## config.mk

```make
export PLATFORM = sky130hd
export DESIGN_NAME = ssc_synth_cfg
export DESIGN_NICKNAME = d
export VERILOG_FILES = /design/src/hw/ssc_pkg.sv /design/src/hw/ssc_cal_if.sv /design/src/hw/ssc_cal_timer.sv /design/src/hw/ssc_synth_cfg.sv
export SDC_FILE = /design/constraint.sdc
export NUM_CORES = 1
export LEC_CHECK = 0
export BUFFER_PORTS_ARGS = -buffer_cell sky130_fd_sc_hd__buf_4
export CAP_MARGIN = 20
export CORE_MARGIN = 2
export CORE_UTILIZATION = 55
export CTS_BUF_LIST = sky130_fd_sc_hd__clkbuf_8
export CTS_CLUSTER_DIAMETER = 100
export DETAILED_ROUTE_END_ITERATION = 8
export GPL_TIMING_DRIVEN = 0
export PLACE_DENSITY = 0.87
export SLEW_MARGIN = 10
export SYNTH_ARGS = -nofsm -noshare
export SYNTH_HDL_FRONTEND = slang
export SYNTH_SLANG_ARGS = --single-unit
```

## constraint.sdc

```tcl
create_clock -name clock -period 4.4 [get_ports clock]
set_input_delay 0.88 -clock clock [delete_from_list [all_inputs] [get_ports clock]]
set_output_delay 0.88 -clock clock [all_outputs]
set_load 0.01 [all_outputs]
```

## src/hw/ssc_pkg.sv

```systemverilog
package ssc_pkg;

	// register offsets on the configuration port
	localparam logic [9:0] SSC_ADDR_FB_LO = 10'h2A1;
	localparam logic [9:0] SSC_ADDR_FB_HI = 10'h2A2;
	localparam logic [9:0] SSC_ADDR_OSC_CAL = 10'h2AB;
	localparam logic [9:0] SSC_ADDR_CP_CAL = 10'h2AD;
	localparam logic [9:0] SSC_ADDR_REF_CFG = 10'h2BB;
	localparam logic [9:0] SSC_ADDR_STATUS = 10'h2BC;

	// field positions
	localparam int SSC_REF_DIV_MSB = 7;
	localparam int SSC_REF_DIV_LSB = 6;
	localparam int SSC_ST_CP_DONE = 0;
	localparam int SSC_ST_OSC_BUSY = 1;
	localparam int SSC_ST_LOCK = 3;

	// values after reset
	localparam logic [7:0] SSC_FB_LO_RST = 8'h00;
	localparam logic [7:0] SSC_FB_HI_RST = 8'h00;
	localparam logic [7:0] SSC_REF_CFG_RST = 8'h00;
	localparam logic [7:0] SSC_RDATA_RST = 8'h00;
	localparam logic [3:0] SSC_RATIO_X2_RST = 4'h2;

	// loop oscillator output is halved to give the converter clock
	localparam logic [1:0] SSC_OSC_POST_DIV = 2'h2;

	// calibration timing, worst case at the lowest comparison frequency
	localparam int SSC_CLK_MHZ = 20;
	localparam int SSC_CP_CAL_MAX_US = 4000;
	localparam int SSC_OSC_CAL_MAX_US = 2000;
	localparam int SSC_CP_CAL_CYCLES = SSC_CP_CAL_MAX_US * SSC_CLK_MHZ;
	localparam int SSC_OSC_CAL_CYCLES = SSC_OSC_CAL_MAX_US * SSC_CLK_MHZ;
	localparam int SSC_CAL_CNT_W = 17;

	typedef enum logic [1:0] {
		SSC_REF_DIV1 = 2'h0,
		SSC_REF_DIV2 = 2'h1,
		SSC_REF_DIV4 = 2'h2,
		SSC_REF_MUL2 = 2'h3
	} ssc_ref_div_e;

	typedef enum logic {
		SSC_CAL_IDLE = 1'b0,
		SSC_CAL_RUN = 1'b1
	} ssc_cal_state_e;

	// ratio times two, so that the doubler (ratio 0.5) stays an integer
	function automatic logic [3:0] ssc_ref_ratio_x2(input logic [1:0] code);
		case (ssc_ref_div_e'(code))
			SSC_REF_DIV1: ssc_ref_ratio_x2 = 4'h2;
			SSC_REF_DIV2: ssc_ref_ratio_x2 = 4'h4;
			SSC_REF_DIV4: ssc_ref_ratio_x2 = 4'h8;
			SSC_REF_MUL2: ssc_ref_ratio_x2 = 4'h1;
			default: ssc_ref_ratio_x2 = 4'h2;
		endcase
	endfunction : ssc_ref_ratio_x2

endpackage : ssc_pkg

```

## src/hw/ssc_cal_if.sv

```systemverilog
`timescale 1ns/100ps
interface ssc_cal_if;
	logic start;
	logic busy;
	logic done;
	modport ctl (output start, input busy, input done);
	modport tmr (input start, output busy, output done);
endinterface : ssc_cal_if

```

## src/hw/ssc_cal_timer.sv

```systemverilog
`timescale 1ns/100ps
module ssc_cal_timer
	import ssc_pkg::*;
#(
	parameter logic [SSC_CAL_CNT_W-1:0] CYCLES = 17'h00001
)(
	// clock and reset
	input wire logic clock,
	input wire logic nrst,
	// calibration handshake
	ssc_cal_if.tmr cal
);

	typedef struct packed {
		ssc_cal_state_e state;
		logic [SSC_CAL_CNT_W-1:0] cnt;
		logic done;
	} ssc_tmr_s;

	ssc_tmr_s st;
	ssc_tmr_s next_st;

	always_comb
	begin
		next_st = st;
		next_st.done = 1'b0;
		// a retrigger restarts the full wait
		if (cal.start)
		begin
			next_st.state = SSC_CAL_RUN;
			next_st.cnt = CYCLES - 17'h00001;
		end
		else
		begin
			case (st.state)
				SSC_CAL_RUN:
					if (st.cnt == '0)
					begin
						next_st.state = SSC_CAL_IDLE;
						next_st.done = 1'b1;
					end
					else
						next_st.cnt = st.cnt - 17'h00001;
				SSC_CAL_IDLE: ;
				default: next_st.state = SSC_CAL_IDLE;
			endcase
		end
	end

	always_ff @(posedge clock)
	begin
		if (!nrst)
			st <= '{state: SSC_CAL_IDLE, cnt: '0, done: 1'b0};
		else
			st <= next_st;
	end

	assign cal.busy = (st.state == SSC_CAL_RUN);
	assign cal.done = st.done;

endmodule : ssc_cal_timer

```

## src/hw/ssc_synth_cfg.sv

```systemverilog
`timescale 1ns/100ps
module ssc_synth_cfg
	import ssc_pkg::*;
#(
	parameter int CP_CAL_CYCLES = SSC_CP_CAL_CYCLES,
	parameter int OSC_CAL_CYCLES = SSC_OSC_CAL_CYCLES
)(
	// clock and reset
	input wire logic clock,
	input wire logic nrst,
	// register port
	input wire logic [9:0] reg_addr,
	input wire logic [7:0] reg_wdata,
	input wire logic reg_wr,
	input wire logic reg_rd,
	output logic [7:0] reg_rdata,
	output logic reg_rvalid,
	// analog loop side
	input wire logic pll_lock_in,
	output logic [1:0] ref_div_code,
	output logic [3:0] ref_ratio_x2,
	output logic [15:0] fb_div_count,
	output logic fb_div_load,
	output logic [1:0] osc_post_div,
	output logic cp_cal_start,
	output logic osc_cal_start
);

	typedef struct packed {
		logic [7:0] fb_lo;
		logic [7:0] fb_hi;
		logic [7:0] ref_cfg;
		logic [3:0] ratio_x2;
		logic lo_wr;
		logic hi_wr;
		logic [15:0] fb_div;
		logic fb_load;
		logic [1:0] post_div;
		logic [7:0] rdata;
		logic rvalid;
		logic cp_start;
		logic osc_start;
		logic cp_done;
		logic osc_busy;
		logic osc_ok;
		logic locked;
	} ssc_top_s;

	ssc_top_s st;
	ssc_top_s next_st;
	logic [7:0] status;

	ssc_cal_if cal[2] ();

	// index 0 charge pump, index 1 loop oscillator
	genvar gi;
	generate
		for (gi = 0; gi < 2; gi++)
		begin : g_cal
			ssc_cal_timer #(
				.CYCLES(SSC_CAL_CNT_W'(gi == 0 ? CP_CAL_CYCLES : OSC_CAL_CYCLES))
			) u_tmr (
				.clock(clock),
				.nrst(nrst),
				.cal(cal[gi])
			);
		end
	endgenerate

	assign cal[0].start = st.cp_start;
	assign cal[1].start = st.osc_start;

	always_comb
	begin
		status = 8'h00;
		status[SSC_ST_CP_DONE] = st.cp_done;
		status[SSC_ST_OSC_BUSY] = st.osc_busy;
		status[SSC_ST_LOCK] = st.locked;
	end

	always_comb
	begin
		next_st = st;
		next_st.fb_load = 1'b0;
		next_st.rvalid = 1'b0;
		next_st.cp_start = 1'b0;
		next_st.osc_start = 1'b0;
		next_st.post_div = SSC_OSC_POST_DIV;
		next_st.ratio_x2 = ssc_ref_ratio_x2(st.ref_cfg[SSC_REF_DIV_MSB:SSC_REF_DIV_LSB]);
		// apply first so that a write landing in the same cycle re-arms its flag
		if (st.lo_wr && st.hi_wr)
		begin
			next_st.fb_div = {st.fb_hi, st.fb_lo};
			next_st.fb_load = 1'b1;
			next_st.lo_wr = 1'b0;
			next_st.hi_wr = 1'b0;
		end
		// calibration results, a retrigger in the same cycle overrides below
		if (cal[0].done)
			next_st.cp_done = 1'b1;
		if (cal[1].done)
		begin
			next_st.osc_busy = 1'b0;
			next_st.osc_ok = 1'b1;
		end
		if (reg_wr)
		begin
			case (reg_addr)
				SSC_ADDR_FB_LO:
				begin
					next_st.fb_lo = reg_wdata;
					next_st.lo_wr = 1'b1;
				end
				SSC_ADDR_FB_HI:
				begin
					next_st.fb_hi = reg_wdata;
					next_st.hi_wr = 1'b1;
				end
				SSC_ADDR_REF_CFG: next_st.ref_cfg = reg_wdata;
				SSC_ADDR_CP_CAL:
				begin
					next_st.cp_start = 1'b1;
					next_st.cp_done = 1'b0;
				end
				SSC_ADDR_OSC_CAL:
				begin
					next_st.osc_start = 1'b1;
					next_st.osc_busy = 1'b1;
					next_st.osc_ok = 1'b0;
				end
				default: ;
			endcase
		end
		// lock only counts once the oscillator has been calibrated
		next_st.locked = pll_lock_in && next_st.osc_ok && !next_st.osc_busy;
		if (reg_rd)
		begin
			next_st.rvalid = 1'b1;
			case (reg_addr)
				SSC_ADDR_FB_LO: next_st.rdata = st.fb_lo;
				SSC_ADDR_FB_HI: next_st.rdata = st.fb_hi;
				SSC_ADDR_REF_CFG: next_st.rdata = st.ref_cfg;
				SSC_ADDR_STATUS: next_st.rdata = status;
				default: next_st.rdata = 8'h00;
			endcase
		end
	end

	always_ff @(posedge clock)
	begin
		if (!nrst)
		begin
			st <= '0;
			st.fb_lo <= SSC_FB_LO_RST;
			st.fb_hi <= SSC_FB_HI_RST;
			st.ref_cfg <= SSC_REF_CFG_RST;
			st.ratio_x2 <= SSC_RATIO_X2_RST;
			st.rdata <= SSC_RDATA_RST;
			st.post_div <= SSC_OSC_POST_DIV;
		end
		else
			st <= next_st;
	end

	assign reg_rdata = st.rdata;
	assign reg_rvalid = st.rvalid;
	assign ref_div_code = st.ref_cfg[SSC_REF_DIV_MSB:SSC_REF_DIV_LSB];
	assign ref_ratio_x2 = st.ratio_x2;
	assign fb_div_count = st.fb_div;
	assign fb_div_load = st.fb_load;
	assign osc_post_div = st.post_div;
	assign cp_cal_start = st.cp_start;
	assign osc_cal_start = st.osc_start;

	property p_fb_stable;
		@(posedge clock) disable iff (!nrst)
		!fb_div_load |-> fb_div_count == $past(fb_div_count);
	endproperty
	a_fb_stable: assert property (p_fb_stable) else $error("feedback count moved without load");

	property p_ref_code;
		@(posedge clock) disable iff (!nrst)
		(reg_wr && reg_addr == SSC_ADDR_REF_CFG) |=> ref_div_code == $past(reg_wdata[7:6]) ##1
			ref_ratio_x2 == ssc_ref_ratio_x2(ref_div_code);
	endproperty
	a_ref_code: assert property (p_ref_code) else $error("pre-divide code not taken");

	property p_post_div;
		@(posedge clock) disable iff (!nrst)
		osc_post_div == SSC_OSC_POST_DIV;
	endproperty
	a_post_div: assert property (p_post_div) else $error("post divider not two");

	property p_lo_rb;
		@(posedge clock) disable iff (!nrst)
		(reg_wr && reg_addr == SSC_ADDR_FB_LO) ##1 (reg_rd && reg_addr == SSC_ADDR_FB_LO && !reg_wr)
			|=> reg_rvalid && reg_rdata == $past(reg_wdata, 2);
	endproperty
	a_lo_rb: assert property (p_lo_rb) else $error("low byte readback wrong");

	property p_apply;
		@(posedge clock) disable iff (!nrst)
		(st.lo_wr && st.hi_wr) |=> fb_div_load && fb_div_count == {$past(st.fb_hi), $past(st.fb_lo)};
	endproperty
	a_apply: assert property (p_apply) else $error("feedback count not applied");

	property p_cp_cal;
		@(posedge clock) disable iff (!nrst)
		(reg_wr && reg_addr == SSC_ADDR_CP_CAL) |=> !st.cp_done && cp_cal_start ##1 cal[0].busy;
	endproperty
	a_cp_cal: assert property (p_cp_cal) else $error("charge pump calibration not started");

	property p_osc_cal;
		@(posedge clock) disable iff (!nrst)
		$rose(st.osc_busy) |-> osc_cal_start ##1 (cal[1].busy && st.osc_busy);
	endproperty
	a_osc_cal: assert property (p_osc_cal) else $error("oscillator calibration status wrong");

	property p_osc_done;
		@(posedge clock) disable iff (!nrst)
		(cal[1].done && !(reg_wr && reg_addr == SSC_ADDR_OSC_CAL)) |=> !st.osc_busy && st.osc_ok;
	endproperty
	a_osc_done: assert property (p_osc_done) else $error("oscillator done not reported");

	property p_lock;
		@(posedge clock) disable iff (!nrst)
		st.locked |-> $past(pll_lock_in) && st.osc_ok && !st.osc_busy;
	endproperty
	a_lock: assert property (p_lock) else $error("lock shown without cause");

endmodule : ssc_synth_cfg

```

# ---- Yosys cells after proc, flatten, opt, wreduce, memory -nomap -nowiden
# Index checks and enable logic that the tools add are counted.
dict set report word_totals {
  output_inout_bits 36
  register_bits 102
  mem_count 0
  rom_bits 0
  elab_cells 88
  in_bits 23
  ram_bits 0
  latch_bits 0
}
dict set report classes {
  mux 24
  n_addsub 2
  multipliers 0
  order_cmp 0
  shifts 0
  div 0
  bitwise_logic 5
  n_eq_ne 11
  n_reduce_logical 21
}
# operator n
set op_table {}
lappend op_table {{$eq A10 B10 Y1 const B} 6}
lappend op_table {{$mux W19} 3}
lappend op_table {{$mux W18} 2}
lappend op_table {{$logic_not A17 Y1} 2}
lappend op_table {{$mux W17} 2}
lappend op_table {{$sub A17 B1 Y17 const B} 2}
lappend op_table {{$pmux W8 S4} 1}
lappend op_table {{$pmux W4 S4} 1}
lappend op_table {{$reduce_and A2 Y1} 8}
lappend op_table {{$mux W1} 10}
lappend op_table {{$mux W9} 1}
lappend op_table {{$mux W2} 3}
lappend op_table {{$reduce_or A3 Y1} 2}
lappend op_table {{$mux W5} 1}
lappend op_table {{$not A1 Y1} 5}
lappend op_table {{$eq A2 B2 Y1 const B} 2}
lappend op_table {{$ne A2 B2 Y1 const B} 2}
lappend op_table {{$reduce_bool A2 Y1} 2}
lappend op_table {{$reduce_or A2 Y1} 2}
lappend op_table {{$logic_and A1 B1 Y1} 3}
lappend op_table {{$eq A2 B1 Y1 const B} 1}
lappend op_table {{$logic_not A2 Y1} 1}
lappend op_table {{$logic_not A1 Y1} 1}

# ---- Longest topological paths before layout
# Gate-level depths: netlist of the first run.
dict set report logic_depth {
  word_depth 5
  depth_mapped 7
}

# ---- Modules after synthesis
# From an unflattened synthesis of the first run, not the netlist that was laid out.
dict set report unflattened {
  cells_unflattened 514
  hier_area_um2 4737.0
}
# mod instances seq_area_each_um2 cells_each area_per_inst_um2
set modules_own_cells {}
lappend modules_own_cells {ssc_synth_cfg 1 1241.2 282 2652.5}
lappend modules_own_cells {{ssc_cal_timer (g_cal[0].u_tmr)} 1 380.4 115 1069.8}
lappend modules_own_cells {{ssc_cal_timer (g_cal[1].u_tmr)} 1 380.4 117 1014.7}

# ---- Worst setup path before layout of the first run
# OpenSTA, ideal clock, no wires.
dict set report synth_timing {
  kind {input-to-reg}
  startpoint {in reg_addr[3]}
  endpoint {reg st[55] (netlist name)}
  setup_ns 0.128
  t_arrival_ns 2.232
  path_slack_ns 2.041
  cell_stages 5
  cell_sequence {or4b_4 or4_4 buf_6 mux2i_1 nor2_1}
}
dict set report synth_via {
  elab_chain_cells 2
}
# item line_no
set synth_rtl {}
lappend synth_rtl {{start: declaration} ssc_synth_cfg.sv:12} ;# input wire logic [9:0] reg_addr,
lappend synth_rtl {{$eq A10 B10 Y1} ssc_synth_cfg.sv:108} ;# case (reg_addr)
lappend synth_rtl {{$reduce_and A2 Y1 (no source line)} -}
lappend synth_rtl {{end signal: assignment} ssc_synth_cfg.sv:162} ;# st <= next_st;
lappend synth_rtl {{end: declaration} ssc_synth_cfg.sv:49} ;# ssc_top_s st;
# Every way passes these cells.
# A chain may end at the register's enable or synchronous reset.

# ---- Final worst setup path of the first run
dict set report layout_timing {
  startpoint {in reg_addr[6]}
  endpoint {reg st (netlist bit reg_rdata[2])}
}
dict set report layout_via {
  elab_chain_cells 2
  elab_cells_between_ends 5
  classes_between {eq/ne (4); mux (1)}
}
# item line_no
set layout_rtl {}
lappend layout_rtl {{$eq A10 B10 Y1} ssc_synth_cfg.sv:139} ;# case (reg_addr)
lappend layout_rtl {{$pmux W8 S4 (*)} ssc_synth_cfg.sv:139}
# Mark *: on every way between the ends. The rest lies on a longest branch, timed or not.

==> results.yml, run 1 <==
floorplan:
  dieArea_sq_um: 9580
  rows: 34
  coreArea_sq_um: 8640
  start_util_pct: 56.1
  die_y_microns: 97.9
  dieWidth_microns: 97.9
  pin_count: 59
clocking:
  cts.sinks: 100
  cts_inserted_buffers: 9
  cts_hold_buf: 0
  post_cts_buffers: 0
  clkLatencyLatePin_ns: 0.37
  clkTransAtPathRegs_ns: 0.09
  cts_buffer_depth: 2
  cts_tree: "built"
  ctsResizeCount: 0
  cts.htree.levels: 3
  cts_root_buffer: "clkbuf_8"
setup_path:
  cp-end-kind: "flop"
  critical_path_arrival_ns: 2.67
  critPathRequiredTime_ns: 4.70
  critPathLaunchType: "primary input"
  r2r-start: "g_cal[0].u_tmr.st[1]"
  critPathKind: "in -> reg"
  startpoint: "reg_addr[6]"
  crit_fanout: 10
placement:
  place_congestion: 0.909
  detailed_place_hpwl_microns: 8680
  dpl-instance-area_sq_um: 5380
  preCtsSetupSlack_ns: 1.74
  io_buffers: 53
  place_inst: 739
pwr:
  finalPower_mw: 1.51
  ir_worst_vdd_uv: 171
  power.density_nw_per_um2: 272
  p_leak_nw: 2.10
global_route:
  first_global_vias: 4159
  grt_first_pass_wirelength_microns: 19400
  gr-total-overflow: 0
  grt_start_max_net_pins: 17
  antenna_found_initial: 0
  grt_use_total_pct: 24.5
synth:
  syn_area_sq_um: 4850
  synthSimpleGateAreaFrac_pct: 29.4
  ys_async_sr_fraction_pct: 0
  synth_cell_types: 62
  synth-edff-count: 0
  synthMuxAreaShare_pct: 3.92
  synth.avg_cell_area_sq_um: 8.38
  synthAdderAreaFrac_pct: 0.775
  synthXorXnorAreaFrac_pct: 0
  synth_top_family_by_area: "simple AND/OR/NAND/NOR gates"
  synth_top_area_share_pct: 41.3
  synth_warnings: 0
  yosys-top-cells-count: "dfxtp_1, nand2_1, a21oi_1"
  synth-seq-cells: 100
  synth_area_leaders: "dfxtp_1, nand2_1, buf_4"
  synth.most_common_cell: "dfxtp_1"
  synth_nets: 604
  yosysSeqAreaShare_pct: 41.3
  synth_top_area_cell: "dfxtp_1"
  synthCells: 578
  synth-main-ff-cell: "dfxtp_1"
  synth_compound_area_share_pct: 15.2
final_layout:
  n_antenna_cell: 0
  areaGrowthSynthToFinish_pct: 14.7
  finalNonFillerCells: 755
  nets: 668
  final_area_sq_um: 5560
  drive_gt1_share_pct: 18.4
  utilization_pct: 64.4
timing:
  holdWs_ns: 0.456
  fmax_mhz: 421
  hold_viol: 0
  setup_viol: 0
  clock_skew_ns: 0.0120
  min_period_over_period_pct: 54.0
  setup_slack_ns: 2.03
  rsz0062_at_grt: "no"
  tns_ns: 0
  min_period_ns: 2.37
  finalMaxSlewViolations: 0
  tightest_slew_ns: 0.720
  max-slew-margin-rel_pct: 51.6
hold_path:
  worstHoldStart: "st[45]"
  hp-class: "reg -> reg"
detailed_routing:
  drc_errors: 0
  via_per_inst: 5.98
  wl_met3_microns: 860
  topRoutingLayerUsed: "met4"
  met1_length_microns: 4930
  dr_wl_met2_microns: 5880
  drtAntennaViolNets: 0
  dr.pass1.iters: 5
  wl_per_cell_microns: 15.8
  wirelength_microns: 11900
  first_iter_violations: 264
  vias: 4514
outcome:
  run_status: "completed"
job:
  max_cap_violations: 0
==> metal layers <==
| metal | GRT usage (%) | vias up |
|---|---|---|
| met5 | 0 | - |
| li1 | - | 2183 |
| met3 | 4.51 | 19 |
| met4 | 8.65 | 0 |
| met1 | 30.6 | 2128 |
| met2 | 42.4 | 184 |
==> layout by cell type, fill, tap and decap left out, drive strengths merged, types with 4 or more instances in the layout <==
master and count:
or3 7, a21oi 47, buf 89, or4 8, inv 20, mux2i 19
nand3 13, a211oi 6, clkbuf 36, a31oi 9, and3 8, o21ai 23
nand4b 5, o31ai 8, dfxtp 100, nor2b 6, nor2 41, clkinv 5
nor4b 4, nand3b 8, nor3 22, nor4 20, and4 8, nand2 68
nand4 8, nand2b 6, or2 4
==> state kept, by name, summed over array words and instances, names as in the netlist, 2 cells and up <==
signal,cells
ref_div_code,2
st,28
reg_rdata,8
g_cal.u_tmr.cal.busy,2
ref_ratio_x2,4
g_cal.u_tmr.cal.done,2
g_cal.u_tmr.st,34
fb_div_count,16
==> power breakdown <==
| group | switching, mW | leakage [nW] | internal [mW] | total, mW |
|---|---|---|---|---|
| sequential | 0.000245 | 0.805 | 0.905 | 0.905 |
| combinational | 0.0442 | 1.21 | 0.0230 | 0.0673 |
| clock | 0.322 | 0.0897 | 0.220 | 0.542 |
| total | 0.366 | 2.10 | 1.15 | 1.51 |
==> worst max-delay path, stage by stage <==
cell       delay [ns]
buf_4            0.11
nand4bb_1        0.37
clkbuf_1         0.31
nor3_1           0.59
a31oi_1          0.21
a21oi_1          0.19
==> path summary, 6_finish.rpt <==
| kind | slack [ns] | cells after the start | endpoint |
|---|---|---|---|
| max reg2reg | 2.18 | 6 | g_cal[0].u_tmr.st[2] |
| min reg2reg | 0.46 | 2 | st[45] |
| min | 0.46 | 2 | st[45] |
| max | 2.03 | 6 | reg_rdata[2] |
==> area by class of cell <==
type | count | area (sq um)
inverter | 21 | 78.8
buffer | 62 | 369
timing repair buffer | 53 | 398
clock inverter | 6 | 41.3
sequential | 100 | 2000
tap | 108 | 135
multi-input combinational | 395 | 2400
clock buffer | 10 | 138
fill | 714 | 3080
==> kinds of logic after synthesis <==
logic type,count (synthesis)
compound gates,118
fa+ha+maj,3
buf+inv,83
flops,100
mux,19
other cells,2
simple gates,253
No activity file was read; power rests on OpenSTA's default activity.
==> inputs of run 2 (changes only) <==
- ABC_AREA: unset -> 1
- clock period: 4.4 -> 2.29 ns (I/O delays scaled with it)
==> run 2 against run 1 <==
Effect of this change: wire length fell by 2.3%; non-clock buffer count fell by 5; critical path depth rose by 4; sequential power rose by 92%; clock-buffer cell count fell by 1; die area rose by 1.9%; register-to-register slack got worse by 1.7 ns; critical path type is now reg -> reg; total power rose by 100%; first-iteration DRC count fell by 13%.
==> results.yml, run 2 <==
placement:
  place_congestion: 0.963
  io_buffers: 55
  detailed_place_hpwl_microns: 8690
timing:
  min_period_over_period_pct: 78.8
  rsz0062_at_grt: "no"
  holdWs_ns: 0.321
  tightest_slew_ns: 0.535
  tns_ns: 0
  setup_viol: 0
  clock_skew_ns: 0.0104
  max-slew-margin-rel_pct: 64.3
  min_period_ns: 1.80
  hold_viol: 0
  finalMaxSlewViolations: 0
  fmax_mhz: 554
floorplan:
  coreArea_sq_um: 8720
  die_y_microns: 98.8
  start_util_pct: 56.7
  dieArea_sq_um: 9760
  dieWidth_microns: 98.8
  rows: 34
  pin_count: 59
clocking:
  ctsResizeCount: 0
  cts_hold_buf: 0
  clkLatencyLatePin_ns: 0.38
  cts.htree.levels: 3
  cts.sinks: 100
  clkTransAtPathRegs_ns: 0.11
  cts_inserted_buffers: 9
  cts_tree: "built"
  cts_root_buffer: "clkbuf_8"
  cts_buffer_depth: 2
  post_cts_buffers: 0
detailed_routing:
  drc_errors: 0
  dr.pass1.iters: 7
  first_iter_violations: 231
  via_per_inst: 5.28
  drtAntennaViolNets: 0
  vias: 4695
  wirelength_microns: 11600
  wl_per_cell_microns: 13.1
final_layout:
  fillers: 755
  largest_reg_flops: 34
  multiInputGateArea_sq_um: 2230
  regArea_sq_um: 2000
  top_register: "g_cal.u_tmr.st"
  drive_gt1_share_pct: 17.4
  n_antenna_cell: 0
  final_cell_mix: "nand2_1, nor2_1, dfxtp_1"
  nets: 802
  areaGrowthSynthToFinish_pct: 15.1
  layout_commonest_cell: "nand2_1"
global_route:
  gr-total-overflow: 0
  grt_first_pass_wirelength_microns: 19500
  antenna_found_initial: 0
  first_global_vias: 4344
  grt_use_total_pct: 24.4
  grt_start_max_net_pins: 21
synth:
  yosysSeqAreaShare_pct: 40.5
  synth_top_area_share_pct: 40.5
  synth_area_leaders: "dfxtp_1, nand2_1, nor2_1"
  synth-seq-cells: 100
  synthCells: 710
  synth.avg_cell_area_sq_um: 6.96
  synth_warnings: 0
  ys_async_sr_fraction_pct: 0
  synth_cell_types: 34
  synth-main-ff-cell: "dfxtp_1"
  synth-edff-count: 0
  yosys-top-cells-count: "nand2_1, nor2_1, dfxtp_1"
  synth_nets: 736
  synth_top_area_cell: "dfxtp_1"
  syn_area_sq_um: 4940
  synth.most_common_cell: "nand2_1"
setup_path:
  cp-end-kind: "flop"
  critPathRequiredTime_ns: 2.55
  crit_fanout: 10
  critPathLaunchType: "flop"
  critical_path_arrival_ns: 2.06
  critPathKind: "reg -> reg"
pwr:
  p_leak_nw: 2.86
  ir_worst_vdd_uv: 376
  power.density_nw_per_um2: 534
outcome:
  run_status: "completed"
hold_path:
  hp-class: "in -> reg"
job:
  max_cap_violations: 0
## run 2: cell count changes after synthesis, sizes merged, moves of 12 or more
cell and delta:
nand3 +46, nand2 +65, clkbuf -12, nor2 +83, nor3 -16, mux2i -19
nor4 -19, o21ai +34, inv +72
## run 2: worst paths after layout
path,from,end,slack (ns),cells after the start
worst max-delay path,g_cal[1].u_tmr.st[1],g_cal[1].u_tmr.st[6],0.49,10
worst min-delay path,pll_lock_in,st[0],0.32,3
worst max register to register,g_cal[1].u_tmr.st[1],g_cal[1].u_tmr.st[6],0.49,10
worst min register to register,st[45],st[45],0.46,2
## run 2: layer usage
metal  track usage (%)  share of wire, %  vias to the layer above
met5                 0                 0                        -
met2              42.3                49                      143
met4              11.2               2.9                        0
met1              30.5                43                     2174
li1                  -                 -                     2346
met3              2.55               4.9                       32
## run 2: cell families (layout without fill, tap and decap cells)
kind of cell | count (synthesis) | in the layout | share of synthesized area [%]
buffers and inverters | 147 | 218 | 14.5
adders and majority gates | 3 | 3 | 0.759
other | 2 | 2 | 0.152
and+or+nand+nor | 341 | 341 | 31.2
xor gates and xnor gates | 11 | 11 | 1.95
DFF | 100 | 100 | 40.5
AOI/OAI and AO/OA | 106 | 106 | 11.0
## run 2: critical path, stage by stage, from the launching register on
cell and delay [ns]:
dfxtp_1 0.34, inv_1 0.09, ha_1 0.22, nand2_1 0.13, nor2_2 0.21, nand3_2 0.14
buf_2 0.21, nand4_1 0.09, nand2_1 0.07, nor2_1 0.13, nor2_1 0.05
## run 2: cell type report
type / instances / area share (%)
clock buffers: 9 / 2.18
flip-flops and latches: 100 / 35.2
plain buffers: 55 / 6.47
multi-input cells: 463 / 39.1
inverters: 92 / 6.11
well taps: 108 / 2.38
clock inverters: 7 / 1.30
repair buffers: 55 / 7.26
## run 2: metrics by stage
stage	cells	util [%]	total power, mW	setup WS (ns)	area [sq um]
final	889	65.2	3.04	0.486	5690
after global routing	889	65.2	3.13	0.365	5690
after detailed placement	873	63.0	1.92	0.391	5490
after CTS	889	65.2	3.04	0.506	5690
after global placement	873	63.0	1.91	0.447	5490
after floorplan	710	-	1.85	0.778	4940
## run 2: where the power goes
| group | internal, mW | switching [mW] |
|---|---|---|
| Sequential | 1.74 | 0.000683 |
| Combinational | 0.0464 | 0.0913 |
| Clock | 0.436 | 0.722 |
| Total | 2.22 | 0.814 |
